File: src/sac_pkg.sv
// Functional notes
// - writing 1 to start bit 7 of primary control begins a conversion.
// - start bit clears itself once conversion begins; reads return zero.
// - mode 00 disabled, 01 software start, 11 repeat, 10 reserved.
// - input control bit 0 enables analog inputs, 1 disables them.
// - channel codes 0000 to 0101 pick channels 0 to 5; others reserved.
// - low-power entry resets both control registers and blocks writes.
// - ladder bit 5: 0 connects ladder during conversion, 1 always.
// - time codes 000,010..110 give 39..1248 cycles; 001, 111 reserved.
// - top two bits of timing register read undefined (here zero).
// - result bits 9..2 go to high register, bits 1..0 to low bits 7..6.
// - completion stores result, sets end flag and pulses done interrupt together.
// - reading high result register clears the end flag.
// - busy set at start, cleared at finish and on stop or slow entry.
// - low register bits 3..0 unstable (here zero); result registers read-only.
// - software mode converts the selected channel exactly once per start.
// - repeat mode restarts automatically after each completion.
// - writing mode 00 aborts at once; partial result is not stored.
// - a new start clears the end flag; old result stays until completion.
package sac_pkg;
	localparam logic [7:0] OFS_CTRL_PRI = 8'h0e;
	localparam logic [7:0] OFS_CTRL_TIM = 8'h0f;
	localparam logic [7:0] OFS_RES_LOW = 8'h20;
	localparam logic [7:0] OFS_RES_HIGH = 8'h21;
	localparam logic [7:0] RST_CTRL_PRI = 8'h10;
	localparam logic [7:0] RST_CTRL_TIM = 8'h10;
	localparam int START_BIT = 7;
	localparam int LADDER_BIT = 5;
	localparam logic [1:0] MODE_OFF = 2'h0;
	localparam logic [1:0] MODE_SOFT = 2'h1;
	localparam logic [1:0] MODE_REPEAT = 2'h3;
	localparam logic [3:0] CHAN_MAX = 4'h5;
	localparam int RES_W = 10;
	localparam logic [10:0] CYC_39 = 11'd39;
	localparam logic [10:0] CYC_78 = 11'd78;
	localparam logic [10:0] CYC_156 = 11'd156;
	localparam logic [10:0] CYC_312 = 11'd312;
	localparam logic [10:0] CYC_624 = 11'd624;
	localparam logic [10:0] CYC_1248 = 11'd1248;

	typedef struct packed {
		logic start;
		logic [1:0] mode;
		logic in_dis;
		logic [3:0] chan;
	} sac_pri_t;

	typedef struct packed {
		logic ladder_on;
		logic [2:0] tsel;
	} sac_tim_t;

	typedef enum logic [1:0] {
		ST_IDLE = 2'b01,
		ST_CONV = 2'b10
	} sac_state_t;
endpackage : sac_pkg

File: src/sac_adc_ctrl.sv
// Implementation choice: the Avalon-MM slave port.
`timescale 1ns/100ps
module sac_adc_ctrl (
	// clock and reset
	input wire logic mclk,
	input wire logic rstn,
	// avalon-mm slave
	input wire logic [7:0] avs_address,
	input wire logic avs_read,
	input wire logic avs_write,
	input wire logic [31:0] avs_writedata,
	output logic [31:0] avs_readdata,
	output logic avs_waitrequest,
	// power mode
	input wire logic low_power,
	input wire logic stop_slow,
	// analog side
	input wire logic comparator_in,
	output logic [9:0] dac_code,
	output logic [3:0] chan_sel,
	output logic sample_hold,
	output logic ladder_connect,
	output logic analog_input_disable,
	output logic conversion_done_interrupt
);
	////////////////////////////////////////////////////////////////
	// synchronisers for asynchronous pins
	logic [1:0] lp_sync_r, ss_sync_r, cmp_sync_r;
	always_ff @(posedge mclk or negedge rstn) begin
		if (!rstn) begin
			lp_sync_r <= 2'h0;
			ss_sync_r <= 2'h0;
			cmp_sync_r <= 2'h0;
		end else begin
			lp_sync_r <= {lp_sync_r[0], low_power};
			ss_sync_r <= {ss_sync_r[0], stop_slow};
			cmp_sync_r <= {cmp_sync_r[0], comparator_in};
		end
	end
	logic lp, ss, cmp;
	assign lp = lp_sync_r[1] | ss_sync_r[1];
	assign ss = ss_sync_r[1];
	assign cmp = cmp_sync_r[1];

	////////////////////////////////////////////////////////////////
	// register and sequencer state
	sac_pkg::sac_pri_t pri_r, pri_nxt;
	sac_pkg::sac_tim_t tim_r, tim_nxt;
	sac_pkg::sac_state_t st_r, st_nxt;
	logic [10:0] cnt_r, cnt_nxt, dur_r, dur_nxt;
	logic [9:0] sar_r, sar_nxt, res_r, res_nxt;
	logic [3:0] bit_r, bit_nxt;
	logic eoc_r, eoc_nxt, irq_r, irq_nxt, ack_r, ack_nxt;
	logic [31:0] rd_r, rd_nxt;
	logic [10:0] dur_sel;
	logic wr_pri, wr_tim, go, step, last_bit;

	// decode conversion time; reserved codes fall back to the shortest
	always_comb begin
		unique case (tim_r.tsel)
			3'h2: dur_sel = sac_pkg::CYC_78;
			3'h3: dur_sel = sac_pkg::CYC_156;
			3'h4: dur_sel = sac_pkg::CYC_312;
			3'h5: dur_sel = sac_pkg::CYC_624;
			3'h6: dur_sel = sac_pkg::CYC_1248;
			default: dur_sel = sac_pkg::CYC_39;
		endcase
	end

	// writes are blocked while low power holds the registers at reset value
	assign wr_pri = avs_write && !ack_r && !lp && avs_address == sac_pkg::OFS_CTRL_PRI;
	assign wr_tim = avs_write && !ack_r && !lp && avs_address == sac_pkg::OFS_CTRL_TIM;
	// start only counts in a valid mode; reserved mode 10 ignores it
	assign go = wr_pri && avs_writedata[sac_pkg::START_BIT] &&
		(avs_writedata[6:5] == sac_pkg::MODE_SOFT ||
		avs_writedata[6:5] == sac_pkg::MODE_REPEAT);
	// a bit decision every dur/10 cycles, last one lands on the full count
	assign step = (cnt_r == dur_r - 11'd1) ||
		((cnt_r + 11'd1) % (dur_r / 11'd10) == 11'd0 && bit_r != 4'd0);
	assign last_bit = (bit_r == 4'd0);

	// control registers
	always_comb begin
		pri_nxt = pri_r;
		tim_nxt = tim_r;
		if (lp) begin
			pri_nxt = sac_pkg::sac_pri_t'(sac_pkg::RST_CTRL_PRI);
			tim_nxt = '0;
		end else begin
			if (wr_pri) begin
				pri_nxt = sac_pkg::sac_pri_t'(avs_writedata[7:0]);
				pri_nxt.start = 1'b0; // start self-clears, never stored
			end
			if (wr_tim) begin
				tim_nxt.ladder_on = avs_writedata[sac_pkg::LADDER_BIT];
				tim_nxt.tsel = avs_writedata[3:1];
			end
		end
	end

	// sequencer: counts cycles and runs the successive approximation
	always_comb begin
		st_nxt = st_r;
		cnt_nxt = cnt_r;
		dur_nxt = dur_r;
		sar_nxt = sar_r;
		bit_nxt = bit_r;
		res_nxt = res_r;
		eoc_nxt = eoc_r;
		irq_nxt = 1'b0;
		if (avs_read && !ack_r && avs_address == sac_pkg::OFS_RES_HIGH)
			eoc_nxt = 1'b0;
		unique case (st_r)
			sac_pkg::ST_IDLE: begin
				if (go && !lp) begin
					st_nxt = sac_pkg::ST_CONV;
					cnt_nxt = '0;
					dur_nxt = dur_sel;
					bit_nxt = 4'd9;
					sar_nxt = 10'h200; // msb trial first
					eoc_nxt = 1'b0;
				end
			end
			sac_pkg::ST_CONV: begin
				cnt_nxt = cnt_r + 11'd1;
				if (step) begin
					if (!cmp)
						sar_nxt[bit_r] = 1'b0; // input below trial
					if (!last_bit) begin
						sar_nxt[bit_r - 4'd1] = 1'b1;
						bit_nxt = bit_r - 4'd1;
					end
				end
				if (cnt_r == dur_r - 11'd1) begin
					res_nxt = sar_nxt;
					eoc_nxt = 1'b1;
					irq_nxt = 1'b1;
					if (pri_r.mode == sac_pkg::MODE_REPEAT) begin
						cnt_nxt = '0;
						dur_nxt = dur_sel;
						bit_nxt = 4'd9;
						sar_nxt = 10'h200;
					end else begin
						st_nxt = sac_pkg::ST_IDLE;
					end
				end
				// abort without storing on disable or low power
				if (pri_r.mode == sac_pkg::MODE_OFF || lp) begin
					st_nxt = sac_pkg::ST_IDLE;
					res_nxt = res_r;
					eoc_nxt = eoc_r & ~ss;
					irq_nxt = 1'b0;
				end
			end
			default: st_nxt = sac_pkg::ST_IDLE;
		endcase
		// stop/slow clears earlier results
		if (ss) begin
			res_nxt = '0;
			eoc_nxt = 1'b0;
		end
	end

	// bus: one wait cycle, then answer; unmapped reads give zero
	always_comb begin
		ack_nxt = (avs_read || avs_write) && !ack_r;
		rd_nxt = rd_r;
		if (avs_read && !ack_r) begin
			unique case (avs_address)
				sac_pkg::OFS_CTRL_PRI: rd_nxt = {24'h0, 1'b0, pri_r.mode,
					pri_r.in_dis, pri_r.chan};
				sac_pkg::OFS_CTRL_TIM: rd_nxt = {24'h0, 2'b00, tim_r.ladder_on,
					1'b1, tim_r.tsel, 1'b0};
				sac_pkg::OFS_RES_LOW: rd_nxt = {24'h0, res_r[1:0], eoc_r,
					st_r == sac_pkg::ST_CONV, 4'h0};
				sac_pkg::OFS_RES_HIGH: rd_nxt = {24'h0, res_r[9:2]};
				default: rd_nxt = 32'h0;
			endcase
		end
	end

	always_ff @(posedge mclk or negedge rstn) begin
		if (!rstn) begin
			pri_r <= sac_pkg::sac_pri_t'(sac_pkg::RST_CTRL_PRI);
			tim_r <= '0;
			st_r <= sac_pkg::ST_IDLE;
			cnt_r <= '0;
			dur_r <= sac_pkg::CYC_39;
			sar_r <= '0;
			bit_r <= '0;
			res_r <= '0;
			eoc_r <= 1'b0;
			irq_r <= 1'b0;
			ack_r <= 1'b0;
			rd_r <= '0;
		end else begin
			pri_r <= pri_nxt;
			tim_r <= tim_nxt;
			st_r <= st_nxt;
			cnt_r <= cnt_nxt;
			dur_r <= dur_nxt;
			sar_r <= sar_nxt;
			bit_r <= bit_nxt;
			res_r <= res_nxt;
			eoc_r <= eoc_nxt;
			irq_r <= irq_nxt;
			ack_r <= ack_nxt;
			rd_r <= rd_nxt;
		end
	end

	////////////////////////////////////////////////////////////////
	// analog-side outputs registered from state
	logic busy_nxt;
	assign busy_nxt = (st_nxt == sac_pkg::ST_CONV);
	always_ff @(posedge mclk or negedge rstn) begin
		if (!rstn) begin
			dac_code <= '0;
			chan_sel <= '0;
			sample_hold <= 1'b0;
			ladder_connect <= 1'b0;
			analog_input_disable <= 1'b1;
		end else begin
			dac_code <= sar_nxt;
			chan_sel <= (pri_nxt.chan > sac_pkg::CHAN_MAX) ? 4'h0 : pri_nxt.chan;
			sample_hold <= busy_nxt && cnt_nxt == 11'd0;
			ladder_connect <= tim_nxt.ladder_on | busy_nxt;
			analog_input_disable <= pri_nxt.in_dis;
		end
	end
	assign avs_readdata = rd_r;
	assign avs_waitrequest = !ack_r;
	assign conversion_done_interrupt = irq_r;

	////////////////////////////////////////////////////////////////
	// checks
	start_clears_a: assert property (@(posedge mclk) disable iff (!rstn)
		go && !lp |=> st_r == sac_pkg::ST_CONV && !pri_r.start && !eoc_r)
		else $error("start did not begin conversion");
	done_flags_a: assert property (@(posedge mclk) disable iff (!rstn)
		irq_r |-> eoc_r || $past(ss))
		else $error("interrupt without end flag");
	high_read_a: assert property (@(posedge mclk) disable iff (!rstn)
		avs_read && !ack_r && avs_address == sac_pkg::OFS_RES_HIGH && !irq_nxt |=> !eoc_r)
		else $error("end flag not cleared by high read");
	abort_keep_a: assert property (@(posedge mclk) disable iff (!rstn)
		st_r == sac_pkg::ST_CONV && pri_r.mode == sac_pkg::MODE_OFF && !ss
		|=> st_r == sac_pkg::ST_IDLE && $stable(res_r))
		else $error("abort stored a partial result");
	lp_init_a: assert property (@(posedge mclk) disable iff (!rstn)
		lp |=> pri_r == sac_pkg::sac_pri_t'(sac_pkg::RST_CTRL_PRI)
		&& st_r == sac_pkg::ST_IDLE)
		else $error("low power did not initialise");
	repeat_go_a: assert property (@(posedge mclk) disable iff (!rstn)
		irq_nxt && pri_r.mode == sac_pkg::MODE_REPEAT && !lp |=> st_r == sac_pkg::ST_CONV)
		else $error("repeat did not restart");
	soft_once_a: assert property (@(posedge mclk) disable iff (!rstn)
		irq_nxt && pri_r.mode == sac_pkg::MODE_SOFT |=> st_r == sac_pkg::ST_IDLE)
		else $error("software mode converted twice");
	dur_min_a: assert property (@(posedge mclk) disable iff (!rstn)
		irq_r |-> dur_r >= sac_pkg::CYC_39 && $past(cnt_r) == dur_r - 11'd1)
		else $error("conversion length wrong");
	// ladder output is registered from next state, so it lines up with st_r
	ladder_a: assert property (@(posedge mclk) disable iff (!rstn)
		st_r == sac_pkg::ST_CONV |-> ladder_connect)
		else $error("ladder open during conversion");
	bus_ans_a: assert property (@(posedge mclk) disable iff (!rstn)
		(avs_read || avs_write) && avs_waitrequest |=> !avs_waitrequest)
		else $error("bus answer late");

	////////////////////////////////////////////////////////////////
	// register read-back checks
	// waitrequest drops for exactly one cycle per transfer
	wait_one_a: assert property (@(posedge mclk) disable iff (!rstn)
		!avs_waitrequest |=> avs_waitrequest)
		else $error("waitrequest low too long");
	// registers are eight bits wide, the upper bus lanes stay quiet
	upper_zero_a: assert property (@(posedge mclk) disable iff (!rstn)
		!avs_waitrequest |-> avs_readdata[31:8] == 24'h000000)
		else $error("upper read lanes not zero");
	// the start bit is never read back as one
	start_read_a: assert property (@(posedge mclk) disable iff (!rstn)
		avs_read && !ack_r && avs_address == sac_pkg::OFS_CTRL_PRI |=> !avs_readdata[7])
		else $error("start bit read back set");
	// fixed bits of the timing register read as their required values
	tim_read_a: assert property (@(posedge mclk) disable iff (!rstn)
		avs_read && !ack_r && avs_address == sac_pkg::OFS_CTRL_TIM
		|=> avs_readdata[7:6] == 2'h0 && avs_readdata[4] && !avs_readdata[0])
		else $error("timing register fixed bits wrong");
	// unstable low bits of the status register are given as zero
	low_read_a: assert property (@(posedge mclk) disable iff (!rstn)
		avs_read && !ack_r && avs_address == sac_pkg::OFS_RES_LOW
		|=> avs_readdata[3:0] == 4'h0)
		else $error("status low bits not zero");
	// busy bit reports the sequencer state at the edge the read was taken
	busy_flag_a: assert property (@(posedge mclk) disable iff (!rstn)
		avs_read && !ack_r && avs_address == sac_pkg::OFS_RES_LOW
		|=> avs_readdata[4] == $past(st_r == sac_pkg::ST_CONV))
		else $error("busy bit wrong");

	////////////////////////////////////////////////////////////////
	// analog-side and sequencer checks
	// reserved channel codes never reach the multiplexer
	chan_legal_a: assert property (@(posedge mclk) disable iff (!rstn)
		chan_sel <= sac_pkg::CHAN_MAX)
		else $error("reserved channel selected");
	// input disable follows the control bit
	aind_a: assert property (@(posedge mclk) disable iff (!rstn)
		analog_input_disable == pri_r.in_dis)
		else $error("input disable not following control");
	// with the ladder bit clear, the ladder is open while idle
	ladder_idle_a: assert property (@(posedge mclk) disable iff (!rstn)
		st_r == sac_pkg::ST_IDLE && !tim_r.ladder_on |-> !ladder_connect)
		else $error("ladder connected while idle");
	// sample pulse is one cycle long
	sh_pulse_a: assert property (@(posedge mclk) disable iff (!rstn)
		sample_hold |=> !sample_hold)
		else $error("sample pulse too long");
	// every conversion opens with the msb trial
	sh_msb_a: assert property (@(posedge mclk) disable iff (!rstn)
		sample_hold |-> dac_code == 10'h200 && st_r == sac_pkg::ST_CONV)
		else $error("first trial not msb");
	// completion interrupt is a single-cycle pulse
	irq_pulse_a: assert property (@(posedge mclk) disable iff (!rstn)
		irq_r |=> !irq_r)
		else $error("interrupt pulse too long");
	// the result moves only at completion or when stop/slow clears it
	res_hold_a: assert property (@(posedge mclk) disable iff (!rstn)
		$changed(res_r) |-> irq_r || $past(ss))
		else $error("result changed outside completion");
	// stop/slow wipes earlier results and the end flag
	ss_clear_a: assert property (@(posedge mclk) disable iff (!rstn)
		ss |=> !eoc_r && res_r == 10'h000)
		else $error("stop entry kept result");
	// timing register stays at its initial value in low power
	tim_block_a: assert property (@(posedge mclk) disable iff (!rstn)
		lp |=> tim_r == '0)
		else $error("timing register written in low power");
	conv_c: cover property (@(posedge mclk) disable iff (!rstn) irq_r);
	rep_c: cover property (@(posedge mclk) disable iff (!rstn)
		irq_r && pri_r.mode == sac_pkg::MODE_REPEAT);
	abort_c: cover property (@(posedge mclk) disable iff (!rstn)
		st_r == sac_pkg::ST_CONV && pri_r.mode == sac_pkg::MODE_OFF);
	long_c: cover property (@(posedge mclk) disable iff (!rstn)
		irq_r && tim_r.tsel == 3'h6);
	stop_c: cover property (@(posedge mclk) disable iff (!rstn)
		ss && st_r == sac_pkg::ST_CONV);
endmodule : sac_adc_ctrl

File: config.mk
export PLATFORM = sky130hd
export DESIGN_NAME = sac_adc_ctrl
export DESIGN_NICKNAME = d
export VERILOG_FILES = /design/src/sac_pkg.sv /design/src/sac_adc_ctrl.sv
export SDC_FILE = /design/constraint.sdc
export NUM_CORES = 1
export LEC_CHECK = 0
export BUFFER_PORTS_ARGS = -buffer_cell sky130_fd_sc_hd__buf_2
export CAP_MARGIN = 5
export CORE_UTILIZATION = 55
export DETAILED_ROUTE_END_ITERATION = 16
export PLACE_DENSITY = 0.78
export SYNTH_ARGS = -nofsm -noshare
export SYNTH_HDL_FRONTEND = slang
export SYNTH_SLANG_ARGS = --single-unit
File: constraint.sdc
create_clock -name mclk -period 21.6 [get_ports mclk]
set_input_delay 2.16 -clock mclk [delete_from_list [all_inputs] [get_ports mclk]]
set_output_delay 2.16 -clock mclk [all_outputs]
set_load 0.005 [all_outputs]
==> results.toml <==
[place]
dp_hpwl_um = 17700
routabilityCongestion = 0.917
dp.cells = 1423
detailed_place.area_um2 = 9650
port_buffers = 49

[synth]
yosys_warnings = 0
synth.top_cell.area_share_pct = 21.2
synth_top_cell_by_area = "dfrtp_1"
ys.flop_type = "dfrtp_1"
synth_edf_count = 0
yosys-top-cells-area = "dfrtp_1 (21%), ha_1 (10%), nand2_1 (4.9%)"
ys_seq_area_share_pct = 23.0
synthArstFlopShare_pct = 100
avgSynthCellArea_um2 = 7.84
synth_cells = 1143
synth.distinct_cells = 93
synth_seq_cells = 82
synth.cell_area_um2 = 8960

[worst_hold_path]
min_to = "lp_sync_r[1]$_DFF_PN0_"
hold_path_startpoint = "lp_sync_r[0]$_DFF_PN0_"
hold_class = "reg -> reg"
holdPathStages = 0

[finish]
final_cell_area_um2 = 10200
final_nets = 1350
fill_cells = 1396
antenna_cells = 0
drive_above_1_share_pct = 19.1
stdcell_count = 1450
final_core_util_pct = 64.1
area_growth_syn_to_layout_pct = 13.8

[global_route]
grt_max_degree = 83
grt_first_pass_wirelength_um = 38400
grt_overflow = 0
antenna_found_initial = 0
grt_pass1_vias = 8143
track_usage_pct = 28.1

[die]
ioPinCount = 98
core_um2 = 15900
die_h_um = 130
std_cell_rows = 46
die-area_um2 = 16800
die_w_um = 130
start_util_pct = 56.4

[route]
drtIter0Drc = 791
wl_met1_um = 10800
via_per_inst = 6.20
antenna_left = 0
dr_wl_met2_um = 11200
route.top_layer_used = "met4"
drtPass1Iterations = 6
drc_errors = 0
wl_per_cell_um = 16.5
wl_um = 23900
wl_met3_um = 1370
vias = 8988

[critical_path]
worst_r2r_path_depth = 90
r2r-end = "res_r[2]$_DFFE_PN0P_"
max_stage_delay_ns = 0.57
reg2reg_from = "dur_r[7]$_DFFE_PN0P_"
crit_fanout = 13
required_ns = 21.82
path_class = "reg -> reg"
cp-end-kind = "register"
slowest_stage = "or4_1"
crit_path_frequent_cell = "ha_1"
r2r_setup_slack_ns = 1.24
start_kind = "register"
cp.arrival_ns = 20.58

[clocking]
clk_pin_slew_worst_paths_ns = 0.07
clock_latency_ns = 0.35
cts_hold_buf = 0
cts_made_buffers = 9
cts-root-buf = "clkbuf_16"
clock-sinks = 82
cts_buffer_depth = 2
cts_tree = "built"
htree_levels = 3

[timing]
tightest_slew_ns = 1.03
period_needed_ns = 20.36
maxSlewHeadroom_pct = 30.7
fmax_mhz = 49.1
hold_violations = 0
setup_viol_count_final = 0
finalCritPeriodShare_pct = 94.2
finalClockSkew_ns = 0.00712
maxSlewViolCount = 0

[outcome]
outcome = "finished, final reports clean"

[flow_run]
drv_cap = 0
==> cell type report <==
| type | instances | area [um2] | area share [%] |
|---|---|---|---|
| clock inverter | 6 | 48.8 | 0.479 |
| sequential | 82 | 2070 | 20.3 |
| timing repair buffer | 128 | 845 | 8.29 |
| tap | 216 | 270 | 2.65 |
| clock buffer | 10 | 239 | 2.35 |
| multi-input combinational | 958 | 6530 | 64.0 |
| inverter | 50 | 188 | 1.84 |
==> stage by stage <==
step / hold WS, ns / setup slack (ns) / TNS [ns]
after floorplan: 0.331 / 1.54 / 0
after global placement: 0.335 / 0.316 / 0
after detailed placement: 0.335 / 0.0453 / 0
after CTS: 0.348 / 0.0852 / 0
after global routing: 0.371 / -0.0480 / -0.158
final: 0.348 / 1.24 / 0
==> cells in the final DEF, fill, tap and decap left out, types with 12 or more instances in the layout <==
cell | Yosys | routed
nand2_1 | 117 | 115
buf_4 | 26 | 79
nor2_1 | 78 | 77
o21ai_0 | 82 | 76
ha_1 | 73 | 73
dfrtp_1 | 76 | 71
a21oi_1 | 71 | 65
inv_1 | 50 | 50
buf_2 | 12 | 48
nand3_1 | 44 | 43
nor3_1 | 39 | 38
o21a_1 | 34 | 33
xor2_1 | 31 | 31
conb_1 | 1 | 25
nand2b_1 | 24 | 23
xnor2_1 | 21 | 21
or3_1 | 20 | 20
nor2b_1 | 17 | 17
nand4_1 | 17 | 17
a31oi_1 | 18 | 17
mux2_2 | 16 | 16
a21o_1 | 14 | 14
and3_1 | 14 | 13
or2_2 | 12 | 12
o211ai_1 | 12 | 12
==> logic make-up (layout without fill, tap and decap cells) <==
family                     after synthesis  after routing  synth area share (%)
buffers and inverters                  128            194                  6.96
muxes                                   27             27                  3.24
DFF                                     82             82                  23.0
AOI/OAI and AO/OA                      342            343                  26.2
xor gates and xnor gates                52             52                  5.08
and+or+nand+nor                        437            437                  25.0
other                                    1             25                0.0419
adders and majority gates               74             74                  10.4
==> timing repair <==
item / in CTS / in global routing
buffers inserted: 0 / 10
gates cloned: 0 / 1
endpoints found under the hold margin: 0 / 0
endpoints found under the setup margin: 6 / 23
pin swaps: 0 / 5
gates resized for setup: 1 / 51
==> synth_stat cells, types with 14 or more instances <==
library cell  instances
xor2_1               31
clkbuf_1             31
nand3_1              44
or3_1                20
o21a_1               34
nor2b_1              17
and3_1               14
buf_4                26
nor2_1               78
ha_1                 73
mux2_2               16
dfrtp_1              76
o21ai_0              82
nand4_1              17
a21oi_1              71
nand2_1             117
a31oi_1              18
nor3_1               39
inv_1                50
nand2b_1             24
xnor2_1              21
a21o_1               14
==> state kept, by name, indices dropped and copies added (netlist names) <==
register,cells
res_r,10
pri_r,6
dac_code,10
cnt_r,11
tim_r,4
conversion_done_interrupt,1
st_r,2
dur_r,11
lp_sync_r,2
sample_hold,1
analog_input_disable,1
ack_r,1
chan_sel,4
ladder_connect,1
cmp_sync_r,2
avs_readdata,8
ss_sync_r,2
bit_r,4
eoc_r,1
==> worst max-delay path: cells and delay by family (launching register included) <==
family / cells / cell delay, ns
and+or+nand+nor: 19 / 4.11
buffers and inverters: 6 / 1.04
adders and majority gates: 11 / 3.09
AOI/OAI and AO/OA: 51 / 10.44
DFF: 1 / 0.49
muxes: 3 / 1.04
==> routing by layer <==
metal	global-route usage (%)	vias to the layer above
met2	46.1	282
li1	-	4361
met3	4.46	44
met5	0	-
met4	8.14	0
met1	38.0	4301
==> how the worst max path moves through the flow <==
stage                                          to                  start
after floorplan           dac_code[9]$_DFFE_PN0P_  dur_r[10]$_DFFE_PN0P_
after global placement    dac_code[6]$_DFFE_PN0P_  dur_r[10]$_DFFE_PN0P_
after detailed placement  dac_code[6]$_DFFE_PN0P_  dur_r[10]$_DFFE_PN0P_
after CTS                 dac_code[6]$_DFFE_PN0P_   dur_r[6]$_DFFE_PN0P_
after global routing         res_r[2]$_DFFE_PN0P_  dur_r[10]$_DFFE_PN0P_
final                        res_r[2]$_DFFE_PN0P_   dur_r[7]$_DFFE_PN0P_
Power is not shown: default switching activity piles up to over one toggle a cycle in this logic, so the estimate is an artifact.
